## src/hw/ics_map.svh

```systemverilog
/*
  constants for the capture sequencer: field resets, ranges, tick counts.
  assumes a 50 MHz system clock.
*/
`ifndef ICS_MAP_SVH
`define ICS_MAP_SVH
`define ICS_CLK_HZ 50000000
`define ICS_TICK_US 32
`define ICS_TICK_CYC ((`ICS_CLK_HZ / 1000000) * `ICS_TICK_US)
`define ICS_MS_US 1000
`define ICS_MS_TICK_CYC ((`ICS_CLK_HZ / 1000000) * `ICS_MS_US)
`define ICS_CONT_CNT_RST 8'h02
`define ICS_RC_LIMIT_RST 8'h0A
`define ICS_RC_LIMIT_MIN 8'h03
`define ICS_HIST_RST 8'h0A
`define ICS_RAPID_CNT_RST 8'h01
`define ICS_RAPID_MAX 8'h20
`define ICS_CONT_SLOT_SUB 8'h03
`define ICS_TMO_RST 16'h1388
`define ICS_GOOD_RST 8'h01
`define ICS_NUM_GAPS 8
`define ICS_SLOTS 64
`endif

```

## src/hw/ics_pkg.sv

```systemverilog
/*
  types for the capture sequencer.
  no surroundings assumed.
*/
package ics_pkg;
  typedef enum logic [4:0] {
    ICS_IDLE = 5'h01,
    ICS_WAIT = 5'h02,
    ICS_CAPT = 5'h04,
    ICS_PROC = 5'h08,
    ICS_DONE = 5'h10
  } ics_state_t;
endpackage

```

## src/hw/ics_sequencer.sv

```systemverilog
/*
  capture sequencer: trigger delay, gap delays, capture limits, per-image
  processing timeout, no-read retention and good-decode counting.
  assumes config strobes, trigger and decode events synchronous to clk_i.
*/
`timescale 1ns/100ps
`include "ics_map.svh"

// Functional notes
// - continuous count 1..255, default 2
// - read cycle image limit 3..255, default 10
// - history depth 0..255, default 10
// - delays only used in rapid mode
// - trigger to first capture delay
// - per-gap delay, zero is back-to-back
// - eighth gap reused beyond eight
// - omitted fields keep old values
// - processing timeout 1..65535 ms, aborts
// - timeout in both capture modes
// - timeout starts after capture ends
// - timeout without decode is no-read
// - slots: rapid count, continuous minus three (code takes rapid_cnt minus three in continuous mode, not the continuous count)
// - storage type 0 clears, 1 stores
// - store last processed image on no-read exit
// - reinit storage on reset, mode, test
// - first-fill mode discards when full
// - overwrite mode replaces oldest image
// - good read after threshold decodes
// - rapid mode up to 32 captures
module ics_sequencer (
  input wire logic clk_i,
  input wire logic srst_i,
  input wire logic trigger_i,
  input wire logic cfg_mode_we_i,
  input wire logic cfg_mode_i,
  input wire logic cfg_rapid_cnt_we_i,
  input wire logic [7:0] cfg_rapid_cnt_i,
  input wire logic cfg_cont_cnt_we_i,
  input wire logic [7:0] cfg_cont_cnt_i,
  input wire logic cfg_limit_we_i,
  input wire logic [7:0] cfg_limit_i,
  input wire logic cfg_hist_we_i,
  input wire logic [7:0] cfg_hist_i,
  input wire logic [8:0] cfg_delay_we_i,
  input wire logic [15:0] cfg_delay_i,
  input wire logic cfg_tmo_we_i,
  input wire logic [15:0] cfg_tmo_i,
  input wire logic cfg_store_we_i,
  input wire logic cfg_store_type_i,
  input wire logic cfg_store_mode_i,
  input wire logic cfg_good_we_i,
  input wire logic [7:0] cfg_good_i,
  input wire logic test_mode_i,
  input wire logic save_reset_i,
  input wire logic capture_done_i,
  input wire logic decode_ok_i,
  output logic capture_o,
  output logic abort_o,
  output logic no_read_o,
  output logic good_read_o,
  output logic busy_o,
  output logic [7:0] capt_index_o,
  output logic [7:0] history_depth_o,
  output logic [7:0] stored_count_o,
  output logic [7:0] stored_image_o
);
  logic cont_mode;
  logic [7:0] rapid_cnt;
  logic [7:0] cont_cnt;
  logic [7:0] limit;
  logic [7:0] hist;
  logic [15:0] delay [9];
  logic [15:0] tmo;
  logic store_en;
  logic store_mode;
  logic [7:0] good_need;
  ics_pkg::ics_state_t state;
  ics_pkg::ics_state_t next_state;
  logic [15:0] dcnt;
  logic [15:0] next_dcnt;
  logic [7:0] done_cnt;
  logic [7:0] next_done_cnt;
  logic [7:0] good_cnt;
  logic [7:0] next_good_cnt;
  logic [7:0] last_img;
  logic [7:0] next_last_img;
  logic any_good;
  logic next_any_good;
  logic capture;
  logic abort;
  logic no_read;
  logic good_read;
  logic store_pulse;
  logic tick32;
  logic tick_ms;
  logic tick_clr;
  logic store_init;
  logic [7:0] slots;
  logic [7:0] target;
  logic test_q;

  // saturating 8-bit range clamp
  function automatic logic [7:0] clamp8(input logic [7:0] v,
                                         input logic [7:0] lo,
                                         input logic [7:0] hi);
    clamp8 = (v < lo) ? lo : ((v > hi) ? hi : v);
  endfunction

  // gap delay for capture n (0-based next capture)
  function automatic logic [3:0] gap_idx(input logic [7:0] n);
    gap_idx = (n >= 8'(`ICS_NUM_GAPS)) ? 4'(`ICS_NUM_GAPS) : n[3:0];
  endfunction

  ics_ticker #(.CYC(`ICS_TICK_CYC)) u_tick32 (
    .clk_i(clk_i),
    .srst_i(srst_i),
    .clr_i(tick_clr),
    .tick_o(tick32)
  );
  ics_ticker #(.CYC(`ICS_MS_TICK_CYC)) u_tickms (
    .clk_i(clk_i),
    .srst_i(srst_i),
    .clr_i(tick_clr),
    .tick_o(tick_ms)
  );

  always_ff @(posedge clk_i)
  begin
    if (srst_i)
    begin
      cont_mode <= 1'b1;
      rapid_cnt <= `ICS_RAPID_CNT_RST;
      cont_cnt <= `ICS_CONT_CNT_RST;
      limit <= `ICS_RC_LIMIT_RST;
      hist <= `ICS_HIST_RST;
      tmo <= `ICS_TMO_RST;
      store_en <= 1'b0;
      store_mode <= 1'b0;
      good_need <= `ICS_GOOD_RST;
      test_q <= 1'b0;
      for (int i = 0; i < 9; i++)
      begin
        delay[i] <= 16'h0000;
      end
    end
    else
    begin
      test_q <= test_mode_i;
      if (cfg_mode_we_i)
      begin
        cont_mode <= cfg_mode_i;
      end
      if (cfg_rapid_cnt_we_i)
      begin
        rapid_cnt <= clamp8(cfg_rapid_cnt_i, 8'h01, `ICS_RAPID_MAX);
      end
      if (cfg_cont_cnt_we_i)
      begin
        cont_cnt <= clamp8(cfg_cont_cnt_i, 8'h01, 8'hFF);
      end
      if (cfg_limit_we_i)
      begin
        limit <= clamp8(cfg_limit_i, `ICS_RC_LIMIT_MIN, 8'hFF);
      end
      if (cfg_hist_we_i)
      begin
        hist <= cfg_hist_i;
      end
      if (cfg_tmo_we_i)
      begin
        tmo <= (cfg_tmo_i == 16'h0000) ? 16'h0001 : cfg_tmo_i;
      end
      if (cfg_store_we_i)
      begin
        store_en <= cfg_store_type_i;
        store_mode <= cfg_store_mode_i;
      end
      if (cfg_good_we_i)
      begin
        good_need <= clamp8(cfg_good_i, 8'h01, 8'hFF);
      end
      for (int i = 0; i < 9; i++)
      begin
        if (cfg_delay_we_i[i])
        begin
          delay[i] <= cfg_delay_i;
        end
      end
    end
  end

  // captures per cycle: mode count bounded by limit
  always_comb
  begin
    target = cont_mode ? cont_cnt : rapid_cnt;
    if (target > limit)
    begin
      target = limit;
    end
  end

  // sequence next-state
  always_comb
  begin
    next_state = state;
    next_dcnt = dcnt;
    next_done_cnt = done_cnt;
    next_good_cnt = good_cnt;
    next_last_img = last_img;
    next_any_good = any_good;
    capture = 1'b0;
    abort = 1'b0;
    no_read = 1'b0;
    good_read = 1'b0;
    store_pulse = 1'b0;
    tick_clr = 1'b0;
    unique case (state)
      ics_pkg::ICS_IDLE:
      begin
        tick_clr = 1'b1;
        if (trigger_i)
        begin
          next_done_cnt = 8'h00;
          next_any_good = 1'b0;
          // first delay only in rapid mode
          next_dcnt = cont_mode ? 16'h0000 : delay[0];
          next_state = ics_pkg::ICS_WAIT;
        end
      end
      ics_pkg::ICS_WAIT:
      begin
        if (dcnt == 16'h0000)
        begin
          capture = 1'b1;
          next_state = ics_pkg::ICS_CAPT;
        end
        else if (tick32)
        begin
          next_dcnt = dcnt - 16'h0001;
        end
      end
      ics_pkg::ICS_CAPT:
      begin
        tick_clr = 1'b1;
        if (capture_done_i)
        begin
          next_dcnt = tmo;
          next_good_cnt = 8'h00;
          next_state = ics_pkg::ICS_PROC;
        end
      end
      ics_pkg::ICS_PROC:
      begin
        if (decode_ok_i)
        begin
          next_good_cnt = good_cnt + 8'h01;
        end
        if (decode_ok_i && good_cnt + 8'h01 >= good_need)
        begin
          good_read = 1'b1;
          next_any_good = 1'b1;
          next_last_img = done_cnt;
          next_done_cnt = done_cnt + 8'h01;
          next_state = ics_pkg::ICS_DONE;
        end
        // abort on expiry in any mode
        else if (tick_ms && dcnt == 16'h0001)
        begin
          abort = 1'b1;
          no_read = (good_cnt == 8'h00) && !decode_ok_i;
          next_last_img = done_cnt;
          next_done_cnt = done_cnt + 8'h01;
          next_state = ics_pkg::ICS_DONE;
        end
        else if (tick_ms)
        begin
          next_dcnt = dcnt - 16'h0001;
        end
      end
      ics_pkg::ICS_DONE:
      begin
        tick_clr = 1'b1;
        if (done_cnt >= target)
        begin
          // keep last processed image on no-read exit
          store_pulse = store_en && !any_good;
          next_state = ics_pkg::ICS_IDLE;
        end
        else
        begin
          // gaps beyond eight reuse the eighth
          next_dcnt = cont_mode ? 16'h0000 : delay[gap_idx(done_cnt)];
          next_state = ics_pkg::ICS_WAIT;
        end
      end
    endcase
  end

  always_ff @(posedge clk_i)
  begin
    if (srst_i)
    begin
      state <= ics_pkg::ICS_IDLE;
      dcnt <= 16'h0000;
      done_cnt <= 8'h00;
      good_cnt <= 8'h00;
      last_img <= 8'h00;
      any_good <= 1'b0;
      capture_o <= 1'b0;
      abort_o <= 1'b0;
      no_read_o <= 1'b0;
      good_read_o <= 1'b0;
    end
    else
    begin
      state <= next_state;
      dcnt <= next_dcnt;
      done_cnt <= next_done_cnt;
      good_cnt <= next_good_cnt;
      last_img <= next_last_img;
      any_good <= next_any_good;
      capture_o <= capture;
      abort_o <= abort;
      no_read_o <= no_read;
      good_read_o <= good_read;
    end
  end

  assign slots = cont_mode ?
    ((rapid_cnt > `ICS_CONT_SLOT_SUB) ? rapid_cnt - `ICS_CONT_SLOT_SUB
                                      : 8'h00) : rapid_cnt;
  // clear on type 0, reset-save, mode change or test entry
  assign store_init = (cfg_store_we_i && !cfg_store_type_i) || save_reset_i
    || (cfg_mode_we_i && cfg_mode_i != cont_mode)
    || (test_mode_i && !test_q);

  ics_store u_store (
    .clk_i(clk_i),
    .srst_i(srst_i),
    .init_i(store_init),
    .store_i(store_pulse),
    .overwrite_i(store_mode),
    .slots_i(slots),
    .image_i(last_img),
    .count_o(stored_count_o),
    .newest_o(stored_image_o)
  );

  assign busy_o = state != ics_pkg::ICS_IDLE;
  assign capt_index_o = done_cnt;
  assign history_depth_o = hist;

  // never more captures than the limit
  property p_limit;
    @(posedge clk_i) disable iff (srst_i)
      capture_o |-> done_cnt < limit;
  endproperty
  a_limit: assert property (p_limit) else $error("capture over limit");

  property p_cont_nodelay;
    @(posedge clk_i) disable iff (srst_i)
      (state == ics_pkg::ICS_IDLE && trigger_i && cont_mode)
        |=> ##1 capture_o;
  endproperty
  a_cont_nodelay: assert property (p_cont_nodelay)
    else $error("delay used in continuous mode");

  property p_zero_gap;
    @(posedge clk_i) disable iff (srst_i)
      (state == ics_pkg::ICS_WAIT && dcnt == 16'h0000) |=> capture_o;
  endproperty
  a_zero_gap: assert property (p_zero_gap)
    else $error("zero delay not back to back");

  property p_no_early;
    @(posedge clk_i) disable iff (srst_i)
      (state == ics_pkg::ICS_WAIT && dcnt != 16'h0000) |=> !capture_o;
  endproperty
  a_no_early: assert property (p_no_early)
    else $error("capture before delay ran out");

  property p_tmo_arm;
    @(posedge clk_i) disable iff (srst_i)
      (state == ics_pkg::ICS_CAPT && capture_done_i) |=> dcnt == tmo;
  endproperty
  a_tmo_arm: assert property (p_tmo_arm)
    else $error("timeout not armed at capture end");

  property p_noread;
    @(posedge clk_i) disable iff (srst_i)
      no_read_o |-> abort_o && good_cnt == 8'h00;
  endproperty
  a_noread: assert property (p_noread)
    else $error("no-read without abort");

  property p_good;
    @(posedge clk_i) disable iff (srst_i)
      good_read_o |-> $past(good_cnt) + 8'h01 >= good_need;
  endproperty
  a_good: assert property (p_good)
    else $error("good read below threshold");

  property p_slots;
    @(posedge clk_i) disable iff (srst_i)
      stored_count_o <= slots || $past(cfg_rapid_cnt_we_i)
        || $past(cfg_mode_we_i);
  endproperty
  a_slots: assert property (p_slots)
    else $error("storage over slot count");

  property p_clear;
    @(posedge clk_i) disable iff (srst_i)
      save_reset_i |=> stored_count_o == 8'h00;
  endproperty
  a_clear: assert property (p_clear)
    else $error("storage not reinitialised");
endmodule // ics_sequencer

```

## src/hw/ics_store.sv

```systemverilog
/*
  no-read image slot bookkeeping: first-fill or overwrite-oldest.
  assumes the sequencer presents one store pulse per read cycle.
*/
`timescale 1ns/100ps
`include "ics_map.svh"
module ics_store (
  input wire logic clk_i,
  input wire logic srst_i,
  input wire logic init_i,
  input wire logic store_i,
  input wire logic overwrite_i,
  input wire logic [7:0] slots_i,
  input wire logic [7:0] image_i,
  output logic [7:0] count_o,
  output logic [7:0] newest_o
);
  logic [7:0] mem [`ICS_SLOTS];
  logic [7:0] wptr;
  logic [7:0] cnt;
  logic [7:0] next_wptr;
  logic [7:0] next_cnt;
  logic do_wr;

  // pointer and fill level
  always_comb
  begin
    next_wptr = wptr;
    next_cnt = cnt;
    do_wr = 1'b0;
    if (init_i)
    begin
      next_wptr = 8'h00;
      next_cnt = 8'h00;
    end
    else if (cnt > slots_i || wptr >= slots_i)
    begin
      // slot count shrank: trim fill level, restart pointer
      next_cnt = (cnt > slots_i) ? slots_i : cnt;
      next_wptr = 8'h00;
    end
    else if (store_i && slots_i != 8'h00)
    begin
      if (cnt < slots_i)
      begin
        do_wr = 1'b1;
        next_cnt = cnt + 8'h01;
      end
      else if (overwrite_i)
      begin
        do_wr = 1'b1;
      end
      if (do_wr)
      begin
        next_wptr = (wptr + 8'h01 >= slots_i) ? 8'h00 : wptr + 8'h01;
      end
    end
  end

  always_ff @(posedge clk_i)
  begin
    if (srst_i)
    begin
      wptr <= 8'h00;
      cnt <= 8'h00;
      newest_o <= 8'h00;
    end
    else
    begin
      wptr <= next_wptr;
      cnt <= next_cnt;
      if (do_wr)
      begin
        mem[wptr[5:0]] <= image_i;
        newest_o <= image_i;
      end
    end
  end

  assign count_o = cnt;
endmodule // ics_store

```

## src/hw/ics_ticker.sv

```systemverilog
/*
  tick divider: one-cycle enable every CYC clocks.
  assumes single clock, synchronous reset.
*/
`timescale 1ns/100ps
module ics_ticker #(
  parameter int CYC = 1600
) (
  input wire logic clk_i,
  input wire logic srst_i,
  input wire logic clr_i,
  output logic tick_o
);
  logic [15:0] cnt;
  logic [15:0] next_cnt;

  // free-running count, restarted by clr_i
  always_comb
  begin
    next_cnt = cnt + 16'h0001;
    if (clr_i || cnt == 16'(CYC - 1))
    begin
      next_cnt = 16'h0000;
    end
  end

  always_ff @(posedge clk_i)
  begin
    if (srst_i)
    begin
      cnt <= 16'h0000;
    end
    else
    begin
      cnt <= next_cnt;
    end
  end

  assign tick_o = !clr_i && cnt == 16'(CYC - 1);
endmodule // ics_ticker

```

## config.mk

```make
export PLATFORM = sky130hd
export DESIGN_NAME = ics_sequencer
export DESIGN_NICKNAME = d
export VERILOG_FILES = /design/src/hw/ics_pkg.sv /design/src/hw/ics_sequencer.sv /design/src/hw/ics_store.sv /design/src/hw/ics_ticker.sv
export VERILOG_INCLUDE_DIRS = /design/src /design/src/hw
export SDC_FILE = /design/constraint.sdc
export NUM_CORES = 1
export LEC_CHECK = 0
export BUFFER_PORTS_ARGS = -buffer_cell sky130_fd_sc_hd__buf_2
export CELL_PAD_IN_SITES_DETAIL_PLACEMENT = 2
export CELL_PAD_IN_SITES_GLOBAL_PLACEMENT = 2
export CORE_MARGIN = 3
export CORE_UTILIZATION = 35
export DETAILED_ROUTE_END_ITERATION = 10
export PLACE_DENSITY = 0.7
export SETUP_SLACK_MARGIN = 0.15
export SLEW_MARGIN = 10
export SYNTH_ARGS = -nofsm -noshare
export SYNTH_HDL_FRONTEND = slang
export SYNTH_SLANG_ARGS = --single-unit
```

## constraint.sdc

```tcl
create_clock -name clk_i -period 10.3 [get_ports clk_i]
set_input_delay 0.515 -clock clk_i [delete_from_list [all_inputs] [get_ports clk_i]]
set_output_delay 0.515 -clock clk_i [all_outputs]
set_load 0.05 [all_outputs]
```

==> flow_results.xml <==
<?xml version="1.0" encoding="UTF-8"?>
<metrics>
  <group name="setup_path">
    <metric name="cp_max_fo" unit="">21</metric>
    <metric name="regToRegEndpoint" unit="">u_store.count_o[6]$_SDFFE_PP0P_</metric>
    <metric name="crit-reg2reg-launch" unit="">cont_mode$_SDFFE_PP1P_</metric>
    <metric name="criticalPathCategory" unit="">flop to flop</metric>
    <metric name="r2r.worst_path.cells" unit="">19</metric>
    <metric name="critPathCaptureType" unit="">flop</metric>
    <metric name="worst-r2r-setup-slack" unit="ns">4.65</metric>
    <metric name="critical_path_required" unit="ns">10.75</metric>
    <metric name="start_kind" unit="">flop</metric>
    <metric name="worstPathArrival" unit="ns">6.10</metric>
  </group>
  <group name="power">
    <metric name="p_sw_share" unit="%">26.6</metric>
    <metric name="p_per_area" unit="nW/um^2">176</metric>
    <metric name="p_leak" unit="nW">6.92</metric>
    <metric name="sequentialPowerShare" unit="%">46.5</metric>
    <metric name="power.clock.fraction" unit="%">41.2</metric>
    <metric name="vdd_ir_drop_max" unit="mV">0.139</metric>
    <metric name="switchingPower" unit="W">0.000810</metric>
    <metric name="combPwrFrac" unit="%">12.3</metric>
    <metric name="internal_power" unit="W">0.00223</metric>
  </group>
  <group name="cts">
    <metric name="clock_insertion_delay_worst_skew" unit="ns">0.56</metric>
    <metric name="cts-htree-levels" unit="">2</metric>
    <metric name="tritoncts.num_buffers" unit="">37</metric>
    <metric name="cts_num_sinks" unit="">310</metric>
    <metric name="post_cts_resize_count" unit="">0</metric>
    <metric name="cts-root-buf" unit="">clkbuf_16</metric>
    <metric name="clock_input_transition_at_the_sequential_cells_of_the_worst_setup_and_hold_paths" unit="ns">0.06</metric>
    <metric name="post_cts_repair_setup_buffers" unit="">0</metric>
    <metric name="clock_tree.buffer_depth" unit="">3</metric>
    <metric name="cts_hold_buffers" unit="">0</metric>
    <metric name="cts_tree" unit="">yes</metric>
  </group>
  <group name="timing">
    <metric name="final.setup_skew" unit="ns">0.0219</metric>
    <metric name="fin_ws" unit="ns">4.65</metric>
    <metric name="post-route-min-period" unit="ns">5.65</metric>
    <metric name="worst_hold_slack" unit="ns">0.182</metric>
    <metric name="slew_headroom" unit="%">23.9</metric>
    <metric name="finalHoldViolations" unit="">0</metric>
    <metric name="worst_pin_slew" unit="ns">1.14</metric>
    <metric name="rsz0062_at_grt" unit="">no</metric>
    <metric name="setup_viol" unit="">0</metric>
    <metric name="fin_setup_tns" unit="ns">0</metric>
    <metric name="max_freq" unit="MHz">177</metric>
    <metric name="final.period_utilization" unit="%">54.8</metric>
    <metric name="drv_slew" unit="">0</metric>
  </group>
  <group name="drt">
    <metric name="ant_nets" unit="">0</metric>
    <metric name="wl_per_cell" unit="um">22.6</metric>
    <metric name="vias" unit="">11200</metric>
    <metric name="first_iter_violations" unit="">565</metric>
    <metric name="postRouteWirelength" unit="um">46400</metric>
    <metric name="dr.pass1.iters" unit="">5</metric>
    <metric name="drt_drc_violations_left" unit="">0</metric>
    <metric name="routed_via_density" unit="">5.46</metric>
  </group>
  <group name="grt">
    <metric name="grt_antenna_before_repair" unit="">1</metric>
    <metric name="groute.usage.overall" unit="%">20.6</metric>
    <metric name="largest_net_degree_at_the_start_of_global_routing" unit="">65</metric>
    <metric name="grt_pass1_wl" unit="um">72300</metric>
    <metric name="residual_overflow_from_global_routing" unit="">0</metric>
    <metric name="number_of_global_route_vias_before_repair" unit="">12300</metric>
  </group>
  <group name="finish">
    <metric name="flow.area_growth_from_synthesis" unit="%">15.6</metric>
    <metric name="multiInputGateArea" unit="sq um">6910</metric>
    <metric name="final_util" unit="%">41.1</metric>
    <metric name="finalNonFillerCells" unit="">2055</metric>
    <metric name="fill_cells" unit="">4426</metric>
    <metric name="ff_latch_area" unit="sq um">7650</metric>
    <metric name="fraction_of_layout_instances_using_a_drive_strength_above_1" unit="%">17.8</metric>
    <metric name="diodes" unit="">0</metric>
    <metric name="design.final.nets" unit="">1648</metric>
  </group>
  <group name="run">
    <metric name="maxCapViolations" unit="">0</metric>
  </group>
  <group name="floorplanning">
    <metric name="fp.dieArea" unit="sq um">45300</metric>
    <metric name="chipWidth" unit="um">213</metric>
    <metric name="start_util" unit="%">35.6</metric>
    <metric name="ioPinCount" unit="">136</metric>
    <metric name="die_height" unit="um">213</metric>
    <metric name="num_rows" unit="">75</metric>
    <metric name="floorplan.core_area" unit="sq um">42000</metric>
  </group>
  <group name="min_path">
    <metric name="worst_hold_path.endpoint" unit="">history_depth_o[3]$_SDFFE_PP1P_</metric>
    <metric name="path_category_of_the_worst_min_delay_check" unit="">input pin to flop</metric>
    <metric name="timing.hold.worst.start" unit="">cfg_hist_i[3]</metric>
    <metric name="timing.hold.worst_path_depth" unit="">3</metric>
  </group>
  <group name="logic_synthesis">
    <metric name="syn-cell-area" unit="sq um">15000</metric>
    <metric name="synth_fp_nets" unit="">1520</metric>
    <metric name="synth_flop_cell" unit="">dfxtp_1</metric>
    <metric name="synthesis.area_per_instance" unit="sq um">11.0</metric>
    <metric name="synth-edff-count" unit="">144</metric>
    <metric name="synth_seq_cells" unit="">310</metric>
    <metric name="postSynth.asyncResetShare" unit="%">0</metric>
    <metric name="syn_inst" unit="">1361</metric>
    <metric name="library_cells_used_by_synthesis" unit="">101</metric>
    <metric name="ys_seq_area_share" unit="%">51.1</metric>
    <metric name="ys_warn_count" unit="">0</metric>
  </group>
  <group name="status">
    <metric name="run_status" unit="">finished clean</metric>
  </group>
  <group name="place">
    <metric name="dp_slack" unit="ns">4.72</metric>
    <metric name="dp.final_hpwl" unit="um">32400</metric>
    <metric name="gp_routability_congestion" unit="">0.797</metric>
    <metric name="port_buffers" unit="">135</metric>
    <metric name="place.detailed.instances" unit="">1989</metric>
  </group>
</metrics>
-- worst max-delay path by stage --
| stage | to | cells past startpoint | startpoint | slack, ns |
|---|---|---|---|---|
| CTS | u_store.count_o[6]$_SDFFE_PP0P_ | 19 | cont_mode$_SDFFE_PP1P_ | 4.70 |
| detailed placement | u_store.count_o[6]$_SDFFE_PP0P_ | 19 | cont_mode$_SDFFE_PP1P_ | 4.72 |
| global route | u_store.wptr[2]$_SDFFE_PP0P_ | 19 | cont_mode$_SDFFE_PP1P_ | 4.17 |
| finish | u_store.count_o[6]$_SDFFE_PP0P_ | 19 | cont_mode$_SDFFE_PP1P_ | 4.65 |
| floorplan | u_store.count_o[6]$_SDFFE_PP0P_ | 18 | cont_mode$_SDFFE_PP1P_ | 5.52 |
| global placement | u_store.count_o[6]$_SDFFE_PP0P_ | 19 | cont_mode$_SDFFE_PP1P_ | 4.93 |
-- cells by family (layout without fill, tap and decap cells) --
family | count (synthesis) | in the layout | share of synthesized area [%]
multiplexers | 156 | 156 | 11.7
adder cells (fa/ha/maj) | 60 | 60 | 5.02
AO/OA/AOI/OAI | 218 | 218 | 10.1
flip-flops | 310 | 310 | 51.1
buffers and inverters | 96 | 251 | 2.73
AND/OR/NAND/NOR | 464 | 464 | 16.0
XOR/XNOR | 57 | 57 | 3.34
-- critical path, stage by stage (launching register included) --
cell and delay [ns]:
dfxtp_1 0.79, inv_1 0.22, nand2_1 0.12, a21boi_0 0.30
ha_1 0.21, nor2b_1 0.04, o21a_1 0.16, o21a_1 0.16
o21ai_0 0.15, a21oi_1 0.11, o31ai_2 0.75, mux2i_1 0.19
ha_1 0.33, nand2_1 0.05, o21ai_0 0.20, a21oi_1 0.23
nor4_4 0.72, nand4_2 0.20, o311a_1 0.33, o31a_1 0.27
-- power groups by stage --
stage | combinational [W] | clock (W) | sequential, W
final | 0.000375 | 0.00125 | 0.00141
after global routing | 0.000414 | 0.00134 | 0.00142
after CTS | 0.000379 | 0.00129 | 0.00142
after global placement | 0.000360 | 0 | 0.00143
after detailed placement | 0.000374 | 0 | 0.00144
after floorplan | 0.000250 | 0 | 0.00143
-- registers in the layout, summed over array words and instances (netlist names), 16 cells and up --
signal and count:
dcnt 16, u_tickms.cnt 16, u_tick32.cnt 16, delay 144, tmo 16
-- layout by cell type, fill, tap and decap left out, types with 6 or more instances in the layout --
cell type,instances
o21a_1,6
o31ai_1,9
edfxtp_1,144
a222oi_1,11
dfxtp_1,165
nand4_1,11
buf_2,134
nor2_1,149
mux4_2,14
clkbuf_1,15
and3_1,18
ha_1,60
nor4_1,14
xor2_1,33
mux2_2,9
a32o_1,6
a21oi_1,55
xnor2_1,24
and2_1,16
a31oi_1,8
nor3_1,19
mux2i_1,133
buf_4,13
o211ai_1,15
nand3_1,46
a211oi_1,14
or3_1,7
nand2_1,98
clkbuf_16,38
o21ai_0,37
inv_1,37
nor2b_1,14
or2_2,13
-- synth_stat cells (15+ instances only) --
master | count | area (sq um)
nor4_1 | 15 | 93.8
nor3_1 | 19 | 95.1
dfxtp_1 | 166 | 3320
and2_1 | 16 | 100
nor2_1 | 149 | 559
o211ai_1 | 15 | 113
o21ai_0 | 37 | 185
clkbuf_1 | 37 | 139
inv_1 | 37 | 139
xor2_1 | 33 | 289
and3_1 | 18 | 113
a21oi_1 | 55 | 275
edfxtp_1 | 144 | 4320
xnor2_1 | 24 | 210
nand3_1 | 47 | 235
nand2_1 | 98 | 368
mux2i_1 | 133 | 1330
ha_1 | 60 | 751
-- area by class of cell --
| class | instances | share of cell area, % |
|---|---|---|
| sequential | 310 | 44.2 |
| multi-input combinational | 955 | 40.0 |
| clock buffer | 58 | 6.22 |
| timing repair buffer | 147 | 4.44 |
| tap | 539 | 3.90 |
| inverter | 38 | 0.825 |
| clock inverter | 8 | 0.376 |
-- layer usage --
layer / track usage [%] / up-vias / share of wire [%]
li1: - / 5279 / -
met1: 27.0 / 5698 / 45
met2: 35.7 / 184 / 49
met3: 2.72 / 69 / 3.4
met4: 6.24 / 0 / 2.3
met5: 0 / - / 0
-- stage by stage --
step,total power [W],instance area (sq um)
after CTS,0.00308,17300
final,0.00304,17300
after floorplan,0.00168,15000
after global routing,0.00318,17300
after detailed placement,0.00182,16100
after global placement,0.00179,16100
No activity file was read; power rests on OpenSTA's default activity.
